$ cat src/rtl/keypad_backlight_pkg.sv
// constants, types and state record of the keypad and backlight controller
package keypad_backlight_pkg;

    // ------------------------------------------------------------
    // timing
    // ------------------------------------------------------------
    localparam int CLK_PERIOD_NS = 10;
    localparam int SAMPLE_PERIOD_NS = 1000000000;
    localparam int SAMPLE_CYCLES = SAMPLE_PERIOD_NS / CLK_PERIOD_NS;

    // ------------------------------------------------------------
    // register offsets
    // ------------------------------------------------------------
    localparam logic [7:0] OFS_CTRL = 8'h00;
    localparam logic [7:0] OFS_IDLE = 8'h04;
    localparam logic [7:0] OFS_THRESH = 8'h08;
    localparam logic [7:0] OFS_CAL = 8'h0C;
    localparam logic [7:0] OFS_STATUS = 8'h10;
    localparam logic [7:0] OFS_CONTRAST = 8'h14;

    // ------------------------------------------------------------
    // field positions
    // ------------------------------------------------------------
    localparam int CTRL_ENABLE_BIT = 0;
    localparam int CTRL_DISABLE_BIT = 1;
    localparam int THR_ON_LSB = 0;
    localparam int THR_OFF_LSB = 8;
    localparam int CAL_X_LSB = 0;
    localparam int CAL_Y_LSB = 16;
    localparam int STAT_STATE_LSB = 0;
    localparam int STAT_BL_BIT = 3;
    localparam int STAT_CON_LSB = 8;
    localparam int STAT_LIGHT_BIT = 16;

    // ------------------------------------------------------------
    // reset values
    // ------------------------------------------------------------
    localparam logic [15:0] RST_IDLE = 16'h001E;
    localparam logic [7:0] RST_ON_LVL = 8'h40;
    localparam logic [7:0] RST_OFF_LVL = 8'h60;
    localparam logic [7:0] RST_CONTRAST = 8'h80;
    localparam logic [9:0] RST_CAL = 10'h000;

    // ------------------------------------------------------------
    // key codes
    // ------------------------------------------------------------
    localparam logic [6:0] KEY_SHIFT = 7'h63;
    localparam logic [6:0] KEY_DIGIT1 = 7'h02;
    localparam logic [6:0] KEY_DIGIT9 = 7'h0A;
    localparam logic [6:0] KEY_DIGIT0 = 7'h0B;
    localparam logic [6:0] FKEY_F1 = 7'h3B;
    localparam logic [6:0] FKEY_F10 = 7'h44;
    localparam logic [3:0] DIGIT_TOGGLE = 4'h7;
    localparam logic [3:0] DIGIT_UP = 4'h8;
    localparam logic [3:0] DIGIT_DOWN = 4'h9;
    localparam logic [7:0] CONTRAST_STEP = 8'h01;
    localparam logic [7:0] CONTRAST_MAX = 8'hFF;

    // ------------------------------------------------------------
    // types
    // ------------------------------------------------------------
    typedef enum logic [2:0] {
        BL_ON_MANUAL,
        BL_OFF_MANUAL,
        BL_ON_AUTO,
        BL_OFF_AUTO,
        BL_ON_OVERRIDE,
        BL_OFF_OVERRIDE
    } bl_state_t;

    typedef struct packed {
        bl_state_t blState;
        logic lightCond;
        logic [31:0] secCnt;
        logic [15:0] idleSec;
        logic [15:0] idleLim;
        logic idleFired;
        logic [7:0] onLvl;
        logic [7:0] offLvl;
        logic [7:0] contrast;
        logic shiftHeld;
        logic [9:0] mapped;
        logic [7:0] codeOut;
        logic codeValid;
        logic [9:0] calX;
        logic [9:0] calY;
        logic [9:0] ptrX;
        logic [9:0] ptrY;
        logic ptrIrq;
        logic [31:0] prdata;
    } state_t;

endpackage

$ cat src/rtl/keypad_backlight_controller.sv
// keypad scan-code translation, backlight state machine and touch correction
`timescale 1ns/1ps

// Summary of operation
// (RQ1) send press and release codes per key, none for shift
// (RQ2) shift plus 1-6 gives F1-F6, 0 gives F10
// (RQ3) shift plus 7,8,9 emit no code
// (RQ4) shift plus 7 toggles the backlight
// (RQ5) shift plus 8/9 step contrast up/down
// (RQ6) idle period without input raises time-up
// (RQ7) automatic mode samples light once per second
// (RQ8) switch-on level kept below switch-off level
// (RQ9) backlight machine holds one of six states
// (RQ10) manual mode: toggle flips, time-up turns off
// (RQ11) automatic toggle: 3-6, 4-5, 5-4, 6-3
// (RQ12) enable from 1/2 picks 3 or 4
// (RQ13) disable from 3-6 goes to 2
// (RQ14) automatic: light 3-4, dark 4-3
// (RQ15) time-up ignored in states 3 and 4
// (RQ16) time-up in state 5 goes to 3
// (RQ17) dark in 5 to 3, light in 6 to 4
// (RQ18) correct touch coordinates, raise pointer interrupt
// (RQ19) unlisted events leave state unchanged
// (RQ20) reset enters state 2, idle timer cleared
module keypad_backlight_controller
    import keypad_backlight_pkg::*;
#(
    parameter int SEC_CYCLES = SAMPLE_CYCLES
) (
    input wire logic clock,
    input wire logic rst_n,
    input wire logic psel,
    input wire logic penable,
    input wire logic pwrite,
    input wire logic [7:0] paddr,
    input wire logic [31:0] pwdata,
    output logic [31:0] prdata,
    output logic pready,
    output logic pslverr,
    input wire logic keyValid,
    input wire logic keyUp,
    input wire logic [6:0] keyCode,
    output logic [7:0] scanCode,
    output logic scanValid,
    input wire logic [7:0] lightLevel,
    output logic backlightOn,
    output logic [7:0] contrast,
    input wire logic touchValid,
    input wire logic [9:0] touchX,
    input wire logic [9:0] touchY,
    output logic [9:0] pointerX,
    output logic [9:0] pointerY,
    output logic pointerIrq
);

    state_t s_q;
    state_t s_d;

    // ------------------------------------------------------------
    // helpers
    // ------------------------------------------------------------
    function automatic logic [2:0] stateNumber(input bl_state_t st);
        logic [2:0] n;
        n = 3'h1;
        unique case (st)
            BL_ON_MANUAL: n = 3'h1;
            BL_OFF_MANUAL: n = 3'h2;
            BL_ON_AUTO: n = 3'h3;
            BL_OFF_AUTO: n = 3'h4;
            BL_ON_OVERRIDE: n = 3'h5;
            BL_OFF_OVERRIDE: n = 3'h6;
            default: n = 3'h0;
        endcase
        return n;
    endfunction

    function automatic logic [9:0] correct(input logic [9:0] raw, input logic [9:0] ofs);
        return (raw > ofs) ? raw - ofs : 10'h000;
    endfunction

    // ------------------------------------------------------------
    // decoded bus, key and timing events
    // ------------------------------------------------------------
    logic busWrite;
    logic busSetup;
    logic addrOk;
    logic isDigit;
    logic [3:0] digit;
    logic [6:0] fCode;
    logic activity;
    logic toggleEv;
    logic enableEv;
    logic disableEv;
    logic timeUpEv;
    logic darkEv;
    logic lightEv;
    logic tick;
    logic autoMode;
    logic newCond;

    assign busWrite = psel && penable && pwrite;
    assign busSetup = psel && !penable;
    assign addrOk = (paddr == OFS_CTRL) || (paddr == OFS_IDLE) || (paddr == OFS_THRESH)
        || (paddr == OFS_CAL) || (paddr == OFS_STATUS) || (paddr == OFS_CONTRAST);
    assign isDigit = (keyCode >= KEY_DIGIT1) && (keyCode <= KEY_DIGIT0);
    assign digit = (keyCode == KEY_DIGIT0) ? 4'h0 : 4'(keyCode - KEY_DIGIT1 + 7'h01);
    assign fCode = (digit == 4'h0) ? FKEY_F10 : FKEY_F1 + 7'(digit) - 7'h01;
    assign autoMode = (s_q.blState != BL_ON_MANUAL) && (s_q.blState != BL_OFF_MANUAL);
    assign tick = (s_q.secCnt == 32'(SEC_CYCLES - 1));

    // ------------------------------------------------------------
    // next state
    // ------------------------------------------------------------
    always_comb begin
        s_d = s_q;
        s_d.codeValid = 1'b0;
        s_d.ptrIrq = 1'b0;
        activity = 1'b0;
        toggleEv = 1'b0;
        enableEv = 1'b0;
        disableEv = 1'b0;
        timeUpEv = 1'b0;
        darkEv = 1'b0;
        lightEv = 1'b0;
        newCond = s_q.lightCond;

        // ------------------------------------------------------------
        // register bus
        // ------------------------------------------------------------
        if (busSetup) begin
            s_d.prdata = 32'h0000_0000;
            unique case (paddr)
                OFS_IDLE: s_d.prdata[15:0] = s_q.idleLim;
                OFS_THRESH: begin
                    s_d.prdata[THR_ON_LSB +: 8] = s_q.onLvl;
                    s_d.prdata[THR_OFF_LSB +: 8] = s_q.offLvl;
                end
                OFS_CAL: begin
                    s_d.prdata[CAL_X_LSB +: 10] = s_q.calX;
                    s_d.prdata[CAL_Y_LSB +: 10] = s_q.calY;
                end
                OFS_STATUS: begin
                    s_d.prdata[STAT_STATE_LSB +: 3] = stateNumber(s_q.blState);
                    s_d.prdata[STAT_BL_BIT] = backlightOn;
                    s_d.prdata[STAT_CON_LSB +: 8] = s_q.contrast;
                    s_d.prdata[STAT_LIGHT_BIT] = s_q.lightCond;
                end
                OFS_CONTRAST: s_d.prdata[7:0] = s_q.contrast;
                default: s_d.prdata = 32'h0000_0000;
            endcase
        end
        if (busWrite) begin
            unique case (paddr)
                OFS_CTRL: begin
                    enableEv = pwdata[CTRL_ENABLE_BIT];
                    disableEv = pwdata[CTRL_DISABLE_BIT];
                end
                OFS_IDLE: s_d.idleLim = pwdata[15:0];
                OFS_THRESH: begin
                    if (pwdata[THR_ON_LSB +: 8] < pwdata[THR_OFF_LSB +: 8]) begin // RQ8
                        s_d.onLvl = pwdata[THR_ON_LSB +: 8];
                        s_d.offLvl = pwdata[THR_OFF_LSB +: 8];
                    end
                end
                OFS_CAL: begin
                    s_d.calX = pwdata[CAL_X_LSB +: 10];
                    s_d.calY = pwdata[CAL_Y_LSB +: 10];
                end
                OFS_CONTRAST: s_d.contrast = pwdata[7:0];
                default: s_d.calX = s_q.calX;
            endcase
        end

        // ------------------------------------------------------------
        // keys
        // ------------------------------------------------------------
        if (keyValid) begin
            activity = 1'b1;
            if (keyCode == KEY_SHIFT) begin
                s_d.shiftHeld = !keyUp;
            end else if (isDigit && !keyUp && s_q.shiftHeld) begin
                s_d.mapped[digit] = 1'b1;
                unique case (digit)
                    DIGIT_TOGGLE: toggleEv = 1'b1; // RQ3 RQ4
                    DIGIT_UP: begin
                        if (s_q.contrast != CONTRAST_MAX) begin
                            s_d.contrast = s_q.contrast + CONTRAST_STEP; // RQ5
                        end
                    end
                    DIGIT_DOWN: begin
                        if (s_q.contrast != 8'h00) begin
                            s_d.contrast = s_q.contrast - CONTRAST_STEP; // RQ5
                        end
                    end
                    default: begin
                        s_d.codeOut = {1'b0, fCode}; // RQ2
                        s_d.codeValid = 1'b1;
                    end
                endcase
            end else if (isDigit && keyUp && s_q.mapped[digit]) begin
                s_d.mapped[digit] = 1'b0;
                if (digit < DIGIT_TOGGLE) begin
                    s_d.codeOut = {1'b1, fCode}; // RQ2
                    s_d.codeValid = 1'b1;
                end
            end else begin
                s_d.codeOut = {keyUp, keyCode}; // RQ1
                s_d.codeValid = 1'b1;
            end
        end

        // ------------------------------------------------------------
        // touch
        // ------------------------------------------------------------
        if (touchValid) begin
            activity = 1'b1;
            s_d.ptrX = correct(touchX, s_q.calX); // RQ18
            s_d.ptrY = correct(touchY, s_q.calY); // RQ18
            s_d.ptrIrq = 1'b1; // RQ18
        end

        // ------------------------------------------------------------
        // one-second time base and ambient sampling
        // ------------------------------------------------------------
        s_d.secCnt = tick ? 32'h0000_0000 : s_q.secCnt + 32'h0000_0001;
        if (tick && autoMode) begin
            if (lightLevel < s_q.onLvl) begin // RQ7
                newCond = 1'b0;
            end else if (lightLevel > s_q.offLvl) begin
                newCond = 1'b1;
            end
            darkEv = s_q.lightCond && !newCond;
            lightEv = !s_q.lightCond && newCond;
            s_d.lightCond = newCond;
        end

        // ------------------------------------------------------------
        // idle timer
        // ------------------------------------------------------------
        if (activity) begin
            s_d.idleSec = 16'h0000;
            s_d.idleFired = 1'b0;
        end else if (tick && (s_q.idleLim != 16'h0000) && !s_q.idleFired) begin
            if (s_q.idleSec + 16'h0001 >= s_q.idleLim) begin
                timeUpEv = 1'b1; // RQ6
                s_d.idleFired = 1'b1;
            end else begin
                s_d.idleSec = s_q.idleSec + 16'h0001;
            end
        end

        // ------------------------------------------------------------
        // backlight machine: disable, enable, toggle, time-up, light change
        // ------------------------------------------------------------
        if (disableEv && autoMode) begin
            s_d.blState = BL_OFF_MANUAL; // RQ13
        end else if (enableEv && !autoMode) begin
            s_d.lightCond = !(lightLevel < s_q.onLvl);
            s_d.blState = (lightLevel < s_q.onLvl) ? BL_ON_AUTO : BL_OFF_AUTO; // RQ12
        end else begin
            unique case (s_q.blState) // RQ9 RQ19
                BL_ON_MANUAL: begin
                    if (toggleEv || timeUpEv) begin
                        s_d.blState = BL_OFF_MANUAL; // RQ10
                    end
                end
                BL_OFF_MANUAL: begin
                    if (toggleEv) begin
                        s_d.blState = BL_ON_MANUAL; // RQ10
                    end
                end
                BL_ON_AUTO: begin
                    if (toggleEv) begin
                        s_d.blState = BL_OFF_OVERRIDE; // RQ11
                    end else if (lightEv) begin
                        s_d.blState = BL_OFF_AUTO; // RQ14 RQ15
                    end
                end
                BL_OFF_AUTO: begin
                    if (toggleEv) begin
                        s_d.blState = BL_ON_OVERRIDE; // RQ11
                    end else if (darkEv) begin
                        s_d.blState = BL_ON_AUTO; // RQ14 RQ15
                    end
                end
                BL_ON_OVERRIDE: begin
                    if (toggleEv) begin
                        s_d.blState = BL_OFF_AUTO; // RQ11
                    end else if (timeUpEv) begin
                        s_d.blState = BL_ON_AUTO; // RQ16
                    end else if (darkEv) begin
                        s_d.blState = BL_ON_AUTO; // RQ17
                    end
                end
                BL_OFF_OVERRIDE: begin
                    if (toggleEv) begin
                        s_d.blState = BL_ON_AUTO; // RQ11
                    end else if (lightEv) begin
                        s_d.blState = BL_OFF_AUTO; // RQ17
                    end
                end
                default: begin
                    s_d.blState = BL_OFF_MANUAL;
                end
            endcase
        end
    end

    // ------------------------------------------------------------
    // state register
    // ------------------------------------------------------------
    always_ff @(posedge clock or negedge rst_n) begin
        if (!rst_n) begin
            s_q <= '0;
            s_q.blState <= BL_OFF_MANUAL; // RQ20
            s_q.lightCond <= 1'b1;
            s_q.idleLim <= RST_IDLE;
            s_q.onLvl <= RST_ON_LVL;
            s_q.offLvl <= RST_OFF_LVL;
            s_q.contrast <= RST_CONTRAST;
            s_q.calX <= RST_CAL;
            s_q.calY <= RST_CAL;
        end else begin
            s_q <= s_d;
        end
    end

    // ------------------------------------------------------------
    // outputs
    // ------------------------------------------------------------
    assign backlightOn = (s_q.blState == BL_ON_MANUAL) || (s_q.blState == BL_ON_AUTO)
        || (s_q.blState == BL_ON_OVERRIDE);
    assign prdata = s_q.prdata;
    assign pready = 1'b1;
    assign pslverr = psel && penable && !addrOk;
    assign scanCode = s_q.codeOut;
    assign scanValid = s_q.codeValid;
    assign contrast = s_q.contrast;
    assign pointerX = s_q.ptrX;
    assign pointerY = s_q.ptrY;
    assign pointerIrq = s_q.ptrIrq;

endmodule

$ cat config.mk
export PLATFORM = sky130hd
export DESIGN_NAME = keypad_backlight_controller
export DESIGN_NICKNAME = d
export VERILOG_FILES = /design/src/rtl/keypad_backlight_pkg.sv /design/src/rtl/keypad_backlight_controller.sv
export SDC_FILE = /design/constraint.sdc
export NUM_CORES = 1
export LEC_CHECK = 0
export CAP_MARGIN = 10
export CORE_MARGIN = 2
export CORE_UTILIZATION = 60
export DETAILED_ROUTE_END_ITERATION = 10
export DONT_BUFFER_PORTS = 1
export HOLD_SLACK_MARGIN = 0.03
export PLACE_DENSITY = 0.86
export SETUP_SLACK_MARGIN = 0.1
export SYNTH_ARGS = -nofsm -noshare
export SYNTH_HDL_FRONTEND = slang
export SYNTH_SLANG_ARGS = --single-unit
$ cat constraint.sdc
create_clock -name clock -period 7 [get_ports clock]
set_clock_uncertainty 0.05 [all_clocks]
set_input_delay 1.4 -clock clock [delete_from_list [all_inputs] [get_ports clock]]
set_output_delay 1.4 -clock clock [all_outputs]
set_load 0.03 [all_outputs]
==> impl_metrics.csv <==
group,metric,value,unit
finish,multi_input_area,6020,um^2
clock_network,cts_resized,0,
synth,yosysSeqAreaShare,38.8,%
sta,fmax,0.228,GHz
clock_network,cts.sinks,180,
setup_path,cp-end-kind,"register",
flow_run,drv_cap,0,
setup_path,crit_required,7.33,ns
setup_path,critPathLaunchType,"register",
synth,yosys_most_used_dff,"dfrtp_1",
power,powerDensity,196,nW/um^2
global_routing,grt_pass1_vias,8908,
synth,synth_top_cell_by_area,"dfrtp_1",
drt,route.final.wire_length,29.0,mm
clock_network,path_clk_slew,0.08,ns
sta,finalSetupViolations,0,
clock_network,htreeDepth,4,
floorplanning,ios,156,
clock_network,cts.root.buffer_cell,"clkbuf_16",
floorplanning,die_area,20500,um^2
synth,ys_warn_count,0,
place,place_hpwl,21.0,mm
sta,period_share,62.6,%
finish,layout.cells.non_filler,1467,
drt,ant_nets,0,
drt,wl_per_cell,19.8,um
clock_network,cts_buffer_depth,2,
global_routing,grt_overflow_total,0,
floorplanning,initial_core_util,61.7,%
finish,drive_gt1_share,8.96,%
global_routing,grt_usage,28.4,%
place,dp.cells,1434,
place,place_congestion,0.977,
clock_network,post_cts_buffers,0,
clock_network,clk_latency,0.45,ns
sta,final.setup.tns,0,ns
synth,synth-seq-cells,180,
synth,synthArstFlopShare,100,%
outcome,status,"finished clean",
floorplanning,core-area,18900,um^2
finish,final_nets,1347,
clock_network,numCtsBuffers,17,
synth,netlist_area,11600,um^2
sta,hold_viol,0,
floorplanning,fp.dieH,143,um
sta,rsz0062_at_grt,"false",
power,leakage,5.65,nW
hold_path,hold_class,"register to register",
finish,seq_area,4520,um^2
drt,drc_errors,0,
clock_network,tritoncts,"built",
synth,syn_avg_cell_area,9.09,um^2
floorplanning,num_rows,50,
synth,synth_edf_count,0,
sta,slew_headroom,26.4,%
global_routing,antenna_found_initial,3,
synth,ys_top_cells_by_area,"dfrtp_1 (37%), ha_1 (7.4%), buf_4 (4.7%)",
clock_network,hold_buffers,0,
drt,via_count,9165,
setup_path,cp_max_fo,8,
global_routing,grt_max_degree,181,
setup_path,path_class,"register to register",
floorplanning,die_w,143,um
synth,yosys.cell_types.count,86,
synth,yosysTopAreaCellShare,36.5,%
setup_path,arrival,4.71,ns
sta,layout_min_cycle_time,4.38,ns
synth,synth_cells,1281,
place,io_buffers,0,
finish,area_growth_syn_to_layout,2.56,%
drt,via_per_inst,6.25,
drt,drtIter0Drc,931,
drt,first_pass_iters,5,
power,worst_ir_drop_vdd,174,uV
sta,tightest_slew,1.10,ns
finish,nFillCells,1481,
sta,holdWs,0.445,ns
global_routing,grt_pass1_wl,45.4,mm
sta,drv_slew,0,
## placed cells by master, fill, tap and decap left out, types with 17 or more instances in the layout
cell type	count
dfrtp_1	170
nand2_1	141
inv_1	105
o21ai_0	85
nor2_1	81
ha_1	69
a21oi_1	45
xor2_1	41
xnor2_1	40
nand3_1	32
mux2_2	31
o22ai_1	25
nor3_1	22
nand4_1	22
mux2i_1	22
and3_1	19
a21o_1	17
clkbuf_16	17
## worst paths after layout
kind | from | endpoint | slack, ns | depth (start not counted)
max reg2reg | s_q[134] | s_q[184] | 2.62 | 15
min in group asynchronous | rst_n | pointerX[6] | 0.61 | 0
max | s_q[134] | s_q[184] | 2.62 | 15
min reg2reg | register | register | 0.45 | 1
min | register | register | 0.45 | 1
max in group asynchronous | rst_n | contrast[7] | 5.90 | 0
## where the power goes
group | internal [W] | switching [W] | leakage, nW
Sequential | 0.00107 | 0.0000634 | 2.33
Combinational | 0.0000684 | 0.000104 | 3.00
Clock | 0.000559 | 0.000486 | 0.318
Total | 0.00169 | 0.000653 | 5.65
## critical path, stage by stage, from the launching register on
cell and delay, ns:
dfrtp_1 0.43, nand3_1 0.19, nor3_1 0.51, and4_1 0.32
and3_1 0.24, and3_1 0.20, xor2_1 0.08, ha_1 0.31
nand3_2 0.10, or4_1 0.50, or4_1 0.43, nand3_2 0.21
nand4_4 0.14, o2111a_1 0.29, a31oi_2 0.17, nor2b_1 0.15
## sequential cells by signal, summed over array words and instances, names as in the netlist, named ones only
signal      cells
pointerY       10
pointerIrq      1
contrast        8
s_q           106
prdata         26
scanCode        8
pointerX       10
scanValid       1
## stage by stage
stage	util, %	power, W	instance area (um^2)	worst slack [ns]
2_1_floorplan	-	0.00131	11700	2.91
3_3_place_gp	59.8	0.00131	11300	2.40
3_5_place_dp	59.8	0.00132	11300	2.38
4_1_cts	63.2	0.00235	11900	2.66
5_1_grt	63.2	0.00243	11900	2.27
6_report	63.2	0.00235	11900	2.62
## kinds of logic (layout without fill, tap and decap cells)
group / Yosys count / in the layout / synth area share, %
XOR/XNOR: 81 / 81 / 6.09
other: 2 / 8 / 0.0645
AO/OA/AOI/OAI: 258 / 258 / 14.3
buffers and inverters: 222 / 142 / 9.72
adder cells (fa/ha/maj): 71 / 71 / 7.75
AND/OR/NAND/NOR: 411 / 411 / 18.0
multiplexers: 56 / 56 / 5.34
flip-flops: 180 / 180 / 38.8
## cell type report
cell class,count,share of cell area (%)
sequential,180,37.8
tap,260,2.72
multi-input combinational,884,50.4
inverter,105,3.30
clock inverter,15,1.90
clock buffer,17,3.56
antenna,1,0.0209
timing repair buffer,5,0.314
## per-layer routing
| layer | vias to the layer above | share of wire [%] | global-route usage, % |
|---|---|---|---|
| met1 | 4371 | 39 | 35.9 |
| met3 | 83 | 12 | 9.20 |
| met2 | 468 | 45 | 44.6 |
| met5 | - | 0 | 0 |
| met4 | 0 | 4.1 | 13.0 |
| li1 | 4243 | - | - |
## synthesized netlist by cell type, drive strengths merged, types with 7 or more instances
library cell and instances:
o22ai 25, nand3 34, clkbuf 33, nor4 10
xor2 41, a21o 17, and2 11, a221oi 7
nand4 23, o211ai 8, inv 105, buf 83
a21oi 45, a31oi 8, dfrtp 170, and4 12
dfstp 10, a222oi 8, nor3 25, ha 69
and3 21, mux2i 22, nor2 82, o21ai 86
nand2 141, nor2b 13, xnor2 40, a22oi 12
mux2 33
Note: power is estimated with default switching activity, not from simulation.
